===== config.mk =====
export PLATFORM = sky130hd
export DESIGN_NAME = mmd_decoder
export DESIGN_NICKNAME = d
export VERILOG_FILES = /design/src/rtl/mmd_pkg.sv /design/src/rtl/mmd_decoder.sv
export VERILOG_INCLUDE_DIRS = /design/src /design/src/rtl
export SDC_FILE = /design/constraint.sdc
export NUM_CORES = 1
export LEC_CHECK = 0
export ABC_AREA = 1
export BUFFER_PORTS_ARGS = -buffer_cell sky130_fd_sc_hd__buf_2
export CAP_MARGIN = 0
export CELL_PAD_IN_SITES_DETAIL_PLACEMENT = 0
export CELL_PAD_IN_SITES_GLOBAL_PLACEMENT = 1
export CORE_ASPECT_RATIO = 1.75
export CORE_MARGIN = 1.5
export CORE_UTILIZATION = 32
export CTS_BUF_LIST = sky130_fd_sc_hd__clkbuf_4
export CTS_CLUSTER_SIZE = 30
export DETAILED_ROUTE_END_ITERATION = 10
export PLACE_DENSITY = 0.95
export SLEW_MARGIN = 20
export SYNTH_ARGS = -nofsm -noshare
export SYNTH_HDL_FRONTEND = slang
export SYNTH_SLANG_ARGS = --single-unit

===== constraint.sdc =====
create_clock -name i_ref_clk -period 5 [get_ports i_ref_clk]
set_input_delay 1 -clock i_ref_clk [delete_from_list [all_inputs] [get_ports i_ref_clk]]
set_output_delay 1 -clock i_ref_clk [all_outputs]
set_load 0.02 [all_outputs]

===== src/rtl/mmd_defines.svh =====
/*
 Address map constants for the memory map decoder.
 Assumes inclusion by the decoder.
*/
`ifndef MMD_DEFINES_SVH
`define MMD_DEFINES_SVH
`define MMD_IMB_LO 24'hffff00
`define MMD_RSV_TOP_LO 24'hf00000
`define MMD_EPS_LO 24'he80000
`define MMD_PS_LO 24'he00000
`define MMD_FL_RSV_LO 24'hc50000
`define MMD_FL1_LO 24'hc40000
`define MMD_FLS_LO 24'hc0f000
`define MMD_FLS_HI 24'hc0ffff
`define MMD_FL0_LO 24'hc00000
`define MMD_EXT_LO 24'h400000
`define MMD_EXT_HI 24'hbfffff
`define MMD_EXTIO_LO 24'h210000
`define MMD_EXTIO_HI 24'h3fffff
`define MMD_LPB_RSV_LO 24'h20bc00
`define MMD_LPB_ALT_LO 24'h208000
`define MMD_LPB_GAP_LO 24'h205800
`define MMD_SER_LO 24'h204000
`define MMD_SER_HI 24'h2057ff
`define MMD_LPB_LO 24'h200000
`define MMD_EXT1_LO 24'h010000
`define MMD_SFR_LO 24'h00fe00
`define MMD_DPR_LO 24'h00f600
`define MMD_DPR_BIT_PAGE 8'hfd
`define MMD_DPR_RSV_LO 24'h00f200
`define MMD_EXTENDED_FUNCTION_SPACE_LO 24'h00f000
`define MMD_EXTRA_FUNCTION_SPACE_LO 24'h00e000
`define MMD_DS_LO 24'h00a000
`define MMD_DS_HI 24'h00dfff
`define MMD_DS_RSV_LO 24'h008000
`define MMD_FL0_SECTORS 8'h40
`define MMD_FL1_SECTORS 8'h10
`endif


===== src/rtl/mmd_pkg.sv =====
/*
 Types for the memory map decoder.
 Assumes the defines header sits beside it.
*/
package mmd_pkg;
   typedef enum logic [3:0] {
      mmd_rg_ext, mmd_rg_ext_io, mmd_rg_lpb, mmd_rg_flash0, mmd_rg_flash1, mmd_rg_flash_sys,
      mmd_rg_program_sram, mmd_rg_emulated_program_sram, mmd_rg_data_sram, mmd_rg_extra_function_space, mmd_rg_extended_function_space, mmd_rg_dual_port_ram,
      mmd_rg_sfr, mmd_rg_imb, mmd_rg_rsvd
   } mmd_region_t;
   typedef enum logic [1:0] {mmd_pw_idle, mmd_pw_half, mmd_pw_open} mmd_pw_t;
   typedef struct packed {
      logic valid;
      logic write;
      logic word;
      logic general_purpose_register;
      logic [23:0] addr;
   } mmd_req_t;
   typedef struct packed {
      logic valid;
      logic [15:0] word;
   } mmd_unlock_t;
   typedef struct packed {
      logic valid;
      mmd_region_t region;
      logic program_memory_unit;
      logic sysbus;
      logic ext_bus;
      logic no_pipe_opt;
      logic bit_addr;
      logic denied;
      logic stall;
      logic ecc_en;
      logic word;
      logic write;
      logic [7:0] seg;
      logic [1:0] page;
      logic [23:0] addr;
      logic [19:0] line;
   } mmd_route_t;
endpackage : mmd_pkg

===== src/rtl/mmd_decoder.sv =====
/*
 Memory map decoder: routes code fetches and data accesses to their region.
 Assumes requests are synchronous to i_ref_clk; answers appear one clock later.
*/
`include "mmd_defines.svh"
module mmd_decoder #(
   parameter bit HAS_EXT_BUS = 1'b1,
   parameter int SECT_GRP_LOG2 = 2
) (
   // Clock and reset
   input wire logic i_ref_clk,
   input wire logic i_rst_n,
   // Requests
   input wire mmd_pkg::mmd_req_t i_fetch,
   input wire mmd_pkg::mmd_req_t i_data,
   // Protection
   input wire logic [4:0] i_program_sram_wp_kb,
   input wire logic i_flash_rd_protect,
   input wire logic [((64 >> SECT_GRP_LOG2) + (16 >> SECT_GRP_LOG2))-1:0] i_sector_wp,
   input wire logic [31:0] i_password,
   input wire mmd_pkg::mmd_unlock_t i_unlock,
   input wire logic i_relock,
   // Routes
   output mmd_pkg::mmd_route_t o_fetch_route,
   output mmd_pkg::mmd_route_t o_data_route,
   output logic o_flash_open
);
   import mmd_pkg::*;
   localparam int NG = (64 >> SECT_GRP_LOG2) + (16 >> SECT_GRP_LOG2);

   mmd_pw_t pw_reg, pw_next;
   mmd_route_t fetch_reg, fetch_next, data_reg, data_next;
   mmd_region_t data_rg, fetch_rg;
   logic open_reg, open_next;

   // Priority chain, highest base address first
   function automatic mmd_region_t decode(input logic [23:0] a);
      if (a >= `MMD_IMB_LO) decode = mmd_rg_imb;
      else if (a >= `MMD_RSV_TOP_LO) decode = mmd_rg_rsvd;
      else if (a >= `MMD_EPS_LO) decode = mmd_rg_emulated_program_sram;
      else if (a >= `MMD_PS_LO) decode = mmd_rg_program_sram;
      else if (a >= `MMD_FL_RSV_LO) decode = mmd_rg_rsvd;
      else if (a >= `MMD_FL1_LO) decode = mmd_rg_flash1;
      else if (a >= `MMD_FLS_LO && a <= `MMD_FLS_HI) decode = mmd_rg_flash_sys;
      else if (a >= `MMD_FL0_LO) decode = mmd_rg_flash0;
      else if (a >= `MMD_EXT_LO) decode = mmd_rg_ext;
      else if (a >= `MMD_EXTIO_LO) decode = mmd_rg_ext_io;
      else if (a >= `MMD_LPB_RSV_LO) decode = mmd_rg_rsvd;
      else if (a >= `MMD_LPB_ALT_LO) decode = mmd_rg_lpb;
      else if (a >= `MMD_LPB_GAP_LO) decode = mmd_rg_rsvd;
      else if (a >= `MMD_LPB_LO) decode = mmd_rg_lpb;
      else if (a >= `MMD_EXT1_LO) decode = mmd_rg_ext;
      else if (a >= `MMD_SFR_LO) decode = mmd_rg_sfr;
      else if (a >= `MMD_DPR_LO) decode = mmd_rg_dual_port_ram;
      else if (a >= `MMD_DPR_RSV_LO) decode = mmd_rg_rsvd;
      else if (a >= `MMD_EXTENDED_FUNCTION_SPACE_LO) decode = mmd_rg_extended_function_space;
      else if (a >= `MMD_EXTRA_FUNCTION_SPACE_LO) decode = mmd_rg_extra_function_space;
      else if (a >= `MMD_DS_LO) decode = mmd_rg_data_sram;
      else if (a >= `MMD_DS_RSV_LO) decode = mmd_rg_rsvd;
      else decode = mmd_rg_ext;
   endfunction : decode

   function automatic logic is_flash(input mmd_region_t g);
      is_flash = (g == mmd_rg_flash0) || (g == mmd_rg_flash1);
   endfunction : is_flash

   function automatic mmd_route_t route(input mmd_req_t q, input logic fetch, input logic locked,
                                        input logic [NG-1:0] wp, input logic [4:0] ps_wp);
      mmd_route_t r;
      mmd_region_t g;
      logic [7:0] sect;
      logic [7:0] grp;
      r = '0;
      g = decode(q.addr);
      sect = (g == mmd_rg_flash1) ? (`MMD_FL0_SECTORS + {4'h0, q.addr[15:12]}) : {2'b00, q.addr[17:12]};
      grp = sect >> SECT_GRP_LOG2;
      r.valid = q.valid;
      r.region = g;
      r.seg = q.addr[23:16];
      r.page = q.addr[15:14];
      r.word = q.word;
      r.write = q.write & ~fetch;
      r.addr = q.addr;
      if (g == mmd_rg_program_sram || g == mmd_rg_emulated_program_sram) begin
         r.addr[18:14] = 5'h00;
      end
      r.line = q.addr[23:4];
      r.ecc_en = is_flash(g);
      r.program_memory_unit = is_flash(g) || g == mmd_rg_flash_sys || g == mmd_rg_program_sram || g == mmd_rg_emulated_program_sram;
      r.ext_bus = g == mmd_rg_ext || g == mmd_rg_ext_io || g == mmd_rg_lpb
                  || (g == mmd_rg_rsvd && HAS_EXT_BUS);
      r.sysbus = fetch ? r.ext_bus : (r.program_memory_unit || r.ext_bus);
      r.no_pipe_opt = g == mmd_rg_ext_io;
      r.bit_addr = !fetch && (g == mmd_rg_sfr || g == mmd_rg_extended_function_space
                   || (g == mmd_rg_dual_port_ram && (q.general_purpose_register || q.addr[15:8] == `MMD_DPR_BIT_PAGE)));
      if (g == mmd_rg_flash_sys) begin
         r.denied = 1'b1;
      end else if (g == mmd_rg_rsvd && !HAS_EXT_BUS) begin
         r.denied = 1'b1;
      end else if (fetch && !r.program_memory_unit && !r.ext_bus) begin
         r.denied = 1'b1;
      end else if (is_flash(g) && !r.write && locked) begin
         r.denied = 1'b1;
      end else if (is_flash(g) && r.write && (locked || wp[grp[4:0]])) begin
         r.denied = 1'b1;
      end else if (g == mmd_rg_program_sram && r.write && {1'b0, q.addr[13:10]} < ps_wp) begin
         r.denied = 1'b1;
      end
      return r;
   endfunction : route

   assign data_rg = decode(i_data.addr);
   assign fetch_rg = decode(i_fetch.addr);

   // Password sequence: high half then low half
   always_comb begin
      pw_next = pw_reg;
      if (i_relock) begin
         pw_next = mmd_pw_idle;
      end else if (i_unlock.valid) begin
         case (pw_reg)
            mmd_pw_idle: pw_next = (i_unlock.word == i_password[31:16]) ? mmd_pw_half : mmd_pw_idle;
            mmd_pw_half: pw_next = (i_unlock.word == i_password[15:0]) ? mmd_pw_open : mmd_pw_idle;
            default: pw_next = pw_reg;
         endcase
      end
      open_next = pw_next == mmd_pw_open;
   end

   always_ff @(posedge i_ref_clk) begin
      if (!i_rst_n) begin
         pw_reg <= mmd_pw_idle;
         open_reg <= 1'b0;
      end else begin
         pw_reg <= pw_next;
         open_reg <= open_next;
      end
   end

   // Both paths decoded every cycle; same flash module stalls the data side
   always_comb begin
      logic locked;
      logic [NG-1:0] wp;
      locked = i_flash_rd_protect && pw_reg != mmd_pw_open;
      wp = pw_reg == mmd_pw_open ? '0 : i_sector_wp;
      fetch_next = route(i_fetch, 1'b1, locked, wp, i_program_sram_wp_kb);
      data_next = route(i_data, 1'b0, locked, wp, i_program_sram_wp_kb);
      data_next.stall = i_fetch.valid && i_data.valid && is_flash(data_rg)
                        && data_rg == fetch_rg;
   end

   always_ff @(posedge i_ref_clk) begin
      if (!i_rst_n) begin
         fetch_reg <= '0;
         data_reg <= '0;
      end else begin
         fetch_reg <= fetch_next;
         data_reg <= data_next;
      end
   end

   assign o_fetch_route = fetch_reg;
   assign o_data_route = data_reg;
   assign o_flash_open = open_reg;
endmodule : mmd_decoder


# == Word-level counts from Yosys, hierarchy flattened ==
# Cells that the tools add are included.
# word_totals
regBits,140
output_inout_bits,139
# classes
add_sub_neg,1
n_lt_le_gt_ge,48
n_eq_ne,27
muxes,60
bitwise_logic,1
reduce_logical,44
# ops
op,n
>= comparator 24 bit (second input constant),16
>= comparator 24 x 16 -> 1 bit (second input constant),14
>= comparator 24 x 22 -> 1 bit (second input constant),10
2-to-1 mux 4 bit,44
>= comparator 24 x 17 -> 1 bit (second input constant),2
>= comparator 24 x 23 -> 1 bit (second input constant),2
less-or-equal comparator 24 bit (second input constant),2
equality test 16 bit,2
equality test 4 x 3 -> 1 bit (second input constant),8
logical OR 1 bit,21
equality test 4 bit (second input constant),5
2-to-1 mux 20 bit,1
equality test 4 x 2 -> 1 bit (second input constant),4
logical AND 1 bit,15
2-to-1 mux 1 bit,9
equality test 4 x 1 -> 1 bit (second input constant),2
equality test 8 bit (second input constant),1
logical NOT 4 bit,2
adder 7 x 4 -> 7 bit (first input constant),1
2-to-1 mux 7 bit,1
less-than comparator 5 x 6 -> 1 bit (second input constant),1
2-to-1 mux 2 bit,3
binary-select mux 1 bit (select 5 bit),1
less-than comparator 4 x 5 -> 1 bit,1
9 further kinds,13

# == Longest topological paths before layout ==
# logic_depth
depth_word,32
ltp_mapped,19

# == Worst setup path after synthesis ==
# OpenSTA, ideal clock, no wires.
# synth_timing
kind,input to register
start,in i_data[15] in the netlist's numbering
end,reg data_reg (netlist bit o_data_route[58])
setup_time_ns,0.112
t_arrival_ns,2.271
required_ns,4.888
slack_ns,2.617
stages,16
path_cell_list,buf_4 -> nand2_2 -> nor2_4 -> inv_1 -> nor3_2 -> nor2_2 -> nand2_1 -> nand2_2 -> nand2_4 -> clkinv_2 -> nand3_2 -> nand2_1 -> nand2_1 -> nand2_1 -> nand2_1 -> nand2_1
# synth_between
elab_chain_cells,32
word_cells_on_any_way,66
# synth_rtl
item,line_no,text
start: declaration,mmd_decoder.sv:15,"input wire mmd_pkg::mmd_req_t i_data,"
>= comparator 24 x 16 -> 1 bit (no source line),--,
2-to-1 mux 4 bit,mmd_decoder.sv:59,else if (a >= `MMD_DS_RSV_LO) decode = mmd_rg_rsvd;
2-to-1 mux 4 bit,mmd_decoder.sv:58,else if (a >= `MMD_DS_LO) decode = mmd_rg_data_sram;
2-to-1 mux 4 bit,mmd_decoder.sv:57,else if (a >= `MMD_EXTRA_FUNCTION_SPACE_LO) decode = mmd_rg_extra_function_space;
2-to-1 mux 4 bit,mmd_decoder.sv:56,else if (a >= `MMD_EXTENDED_FUNCTION_SPACE_LO) decode = mmd_rg_extended_function_space;
2-to-1 mux 4 bit,mmd_decoder.sv:55,else if (a >= `MMD_DPR_RSV_LO) decode = mmd_rg_rsvd;
2-to-1 mux 4 bit,mmd_decoder.sv:54,else if (a >= `MMD_DPR_LO) decode = mmd_rg_dual_port_ram;
2-to-1 mux 4 bit,mmd_decoder.sv:53,else if (a >= `MMD_SFR_LO) decode = mmd_rg_sfr;
[16 not listed],--,
2-to-1 mux 7 bit,mmd_decoder.sv:75,"sect = (g == mmd_rg_flash1) ? (`MMD_FL0_SECTORS + {4'h0, q.addr[15:12]}) : {2'b00, q.addr[17:12]};"
binary-select mux 1 bit (select 5 bit),mmd_decoder.sv:104,end else if (is_flash(g) && r.write && (locked || wp[grp[4:0]])) begin
2-to-1 mux 1 bit (not written as such),mmd_decoder.sv:104,
logical OR 1 bit,mmd_decoder.sv:104,
logical AND 1 bit,mmd_decoder.sv:104,
2-to-1 mux 1 bit,mmd_decoder.sv:104,
2-to-1 mux 1 bit,mmd_decoder.sv:102,end else if (is_flash(g) && !r.write && locked) begin
2-to-1 mux 1 bit *,mmd_decoder.sv:96,if (g == mmd_rg_flash_sys) begin
end signal: assignment,mmd_decoder.sv:158,data_reg <= data_next;
end: declaration,mmd_decoder.sv:32,"mmd_route_t fetch_reg, fetch_next, data_reg, data_next;"
# Every way passes the cells marked *; elsewhere a longest branch is shown, timed or not. The select of a mux whose other input is x is not followed.
# A chain may end at the register's enable or synchronous reset.

# == Worst setup path after layout ==
# layout_timing
start,in i_data[14] in the netlist's numbering
end,reg data_reg (netlist bit o_data_route[58])
# The elaborated chain is that of the path after synthesis.

==> results by group <==
GRT
  • Largest net degree at the start of global routing: 36
  • Initial antenna violation count: 1
  • GRT Total Usage: 0.161
  • Global route total overflow: 0
  • First-pass GRT wire length: 18,800 um
  • Vias in the first global route: 4,088

Pwr
  • PwrDens: 261 mW/mm2
  • Combinational share of power: 0.247
  • Switch Pwr: 0.000510 W
  • VDD IR max: 0.112 mV
  • Seq pwr share: 0.484
  • Pwr Total: 0.00154 W
  • Clk network pwr share: 0.269
  • Cell internal pwr: 0.00103 W
  • Switching Fraction: 0.331
  • Leakage dissipation: 3.50 nW

Timing
  • Setup ws final: 2.60 ns
  • Final hold violation count: 0
  • Fmax: 0.416 GHz
  • Max transition margin: 0.664
  • Slew @ Worst Pin: 0.499 ns
  • Final period util: 0.481
  • Hold slack final: 0.630 ns
  • Final setup fails: 0
  • Post-route minimum period: 2.40 ns
  • Slew Viols, Final: 0
  • Final clock skew: 0.0127 ns
  • RSZ-0062 raised after global routing: false
  • Setup TNS: 0 ns

CTS
  • Worst-Skew Late Latency: 0.43 ns
  • CTS resizes: 0
  • CTS tree: yes
  • H-tree depth: 3
  • Total CTS buffers: 9
  • Clock buffer depth: 2
  • CTS clk-pin slew, worst paths: 0.14 ns
  • Postcts setup bufs: 0
  • Root Buffer: clkbuf_4
  • Clk sinks: 87
  • Hold buffer count at CTS: 0

Layout
  • Max FFs per register: 44
  • Most frequent cells in the layout: buf_2, nand2_1, inv_1, dfxtp_1, nor2_1
  • # fillers: 1,564
  • Final nets: 1,012
  • Most common cell after layout, fill and taps aside: buf_2
  • Share of layout cells above drive strength 1: 0.374
  • Synthesis-to-layout area growth: 27.3%

Setup path
  • CP max stage delay: 0.36 ns
  • Crit path cell chain: buf_2 > inv_2 > nand3_1 > o21ai_0 > a21oi_1 > nand3_1 > nand2_1 > a21oi_2 > nor2_4 > nand3_2 > nand2_1 > nand2_1 > nand2_1 > nand2_1 > nand2_1
  • Worst path buffer plus inverter count: 2
  • Critical path arrival: 2.75 ns
  • CP endpoint kind: flip-flop
  • Slowest CP cell: a21oi_2
  • Worst setup SP type: input pin
  • Crit Path Class: input pin to flip-flop
  • Most numerous cell on the critical path: nand2_1
  • CP top delay family: simple AND/OR/NAND/NOR gates
  • Worst Path Max Fanout: 15
  • Critical path required time: 5.35 ns

Synthesis
  • Synthesized area per cell: 7.05 um2
  • Yosys reg bits: 87
  • Synth Area in Simple Gates: 0.285
  • Ys async rst share: 0
  • Adder-Cell Fraction of Synth Area: 0.00808
  • EDFF count, synth: 0
  • Register area share after synthesis: 0.375
  • Complex-gate fraction of the synthesized area: 0.0784
  • Post-Synth XOR/XNOR Area: 0.0566
  • Ys Warns: 0
  • Mux share of post-synthesis cell area: 0
  • Post-Syn Area: 0.00464 mm2
  • Cell count after synthesis: 659
  • Predominant post-synthesis flop cell: dfxtp_1
  • Unique masters post-synth: 43
  • Main combinational cell family by area after synthesis: simple AND/OR/NAND/NOR gates

Route
  • Final routed DRC violation total: 0
  • Routed wire length per instance: 12.0 um
  • Final WL: 12,800 um
  • Starting DRT DRC Count: 151
  • Drt via density: 4.29
  • Via count: 4,554
  • 1st-pass router iterations: 5
  • Post-route ant nets: 0

Floorplan
  • Ports: 273
  • Die width: 94.1 um
  • Die area: 0.0153 mm2
  • Initial Util: 0.325
  • Core Box Area: 0.0143 mm2
  • Row cnt: 58
  • Die Height: 162 um

Hold path
  • Hold crit path type: flip-flop to flip-flop

Run
  • Max Cap Viol: 0

Placement
  • IO Port Bufs: 267
  • Pre-CTS setup slack: 2.13 ns
  • DP HPWL: 10,800 um
  • Final Wtd Congestion: 0.841

Outcome
  • Outcome: completed
[worst min-delay path: cells and delay by family (launching register included)]
family / cells / cell delay [ns]
DFF: 1 / 0.35
buffers and inverters: 2 / 0.12
and+or+nand+nor: 1 / 0.09
AOI/OAI and AO/OA: 1 / 0.06
[metal layers]
layer / wire, um / GRT usage / up-vias
li1: - / - / 2385
met1: 4590 / 0.159 / 1994
met2: 7170 / 0.318 / 159
met3: 772 / 0.0289 / 16
met4: 238 / 0.0645 / 0
met5: 0 / 0 / -
[logic make-up (layout without fill, tap and decap cells)]
kind of cell,after synthesis,after routing
xor gates and xnor gates,30,30
AOI/OAI and AO/OA,59,59
DFF,87,87
other,1,4
buffers and inverters,186,405
adders and majority gates,3,3
and+or+nand+nor,293,293
[per-stage QoR]
step | util | std cells | instance area [um2]
6_report | 0.413 | 1061 | 5910
5_1_grt | 0.413 | 1061 | 5910
2_1_floorplan | - | 661 | 4650
4_1_cts | 0.413 | 1060 | 5910
3_3_place_gp | 0.403 | 1044 | 5760
3_5_place_dp | 0.403 | 1044 | 5760
[power by group through the flow]
stage | logic [W] | registers, W | clock network [W]
global placement | 0.000381 | 0.000760 | 0
global route | 0.000419 | 0.000750 | 0.000457
finish | 0.000380 | 0.000745 | 0.000415
CTS | 0.000384 | 0.000746 | 0.000437
floorplan | 0.000204 | 0.000811 | 0
detailed placement | 0.000383 | 0.000761 | 0
[synth_stat cells (8+ instances only)]
master / count / share of area
nand2_2: 8 / 0.011
inv_1: 110 / 0.089
xor2_1: 20 / 0.038
a21oi_1: 17 / 0.018
nand3_1: 15 / 0.016
buf_4: 56 / 0.091
o21ai_0: 13 / 0.014
dfxtp_1: 87 / 0.38
nand2_1: 167 / 0.14
xnor2_1: 10 / 0.019
nand4_1: 9 / 0.012
nor2_1: 51 / 0.041
nor4_1: 8 / 0.011
inv_2: 10 / 0.0081
[layout make-up]
cell class / instances / area (um2) / share of cell area
Inverter: 121 / 455 / 0.0771
Clock inverter: 6 / 70.1 / 0.0119
Tap cell: 180 / 225 / 0.0381
Sequential cell: 87 / 1740 / 0.295
Multi-Input combinational cell: 388 / 2000 / 0.338
Timing Repair Buffer: 268 / 1340 / 0.227
Clock buffer: 10 / 75.1 / 0.0127
Antenna cell: 1 / 2.50 / 0.000423
[final timing paths]
kind / endpoint / startpoint / cells past startpoint / slack (ns)
setup / recovery: o_data_route[58] / i_data[14] / 15 / 2.60
hold / removal: pw_reg[1] / pw_reg[1] / 4 / 0.63
setup reg to reg: o_data_route[58] / pw_reg[1] / 9 / 3.73
hold reg to reg: pw_reg[1] / pw_reg[1] / 4 / 0.63
(Power assumes the default switching activity.)
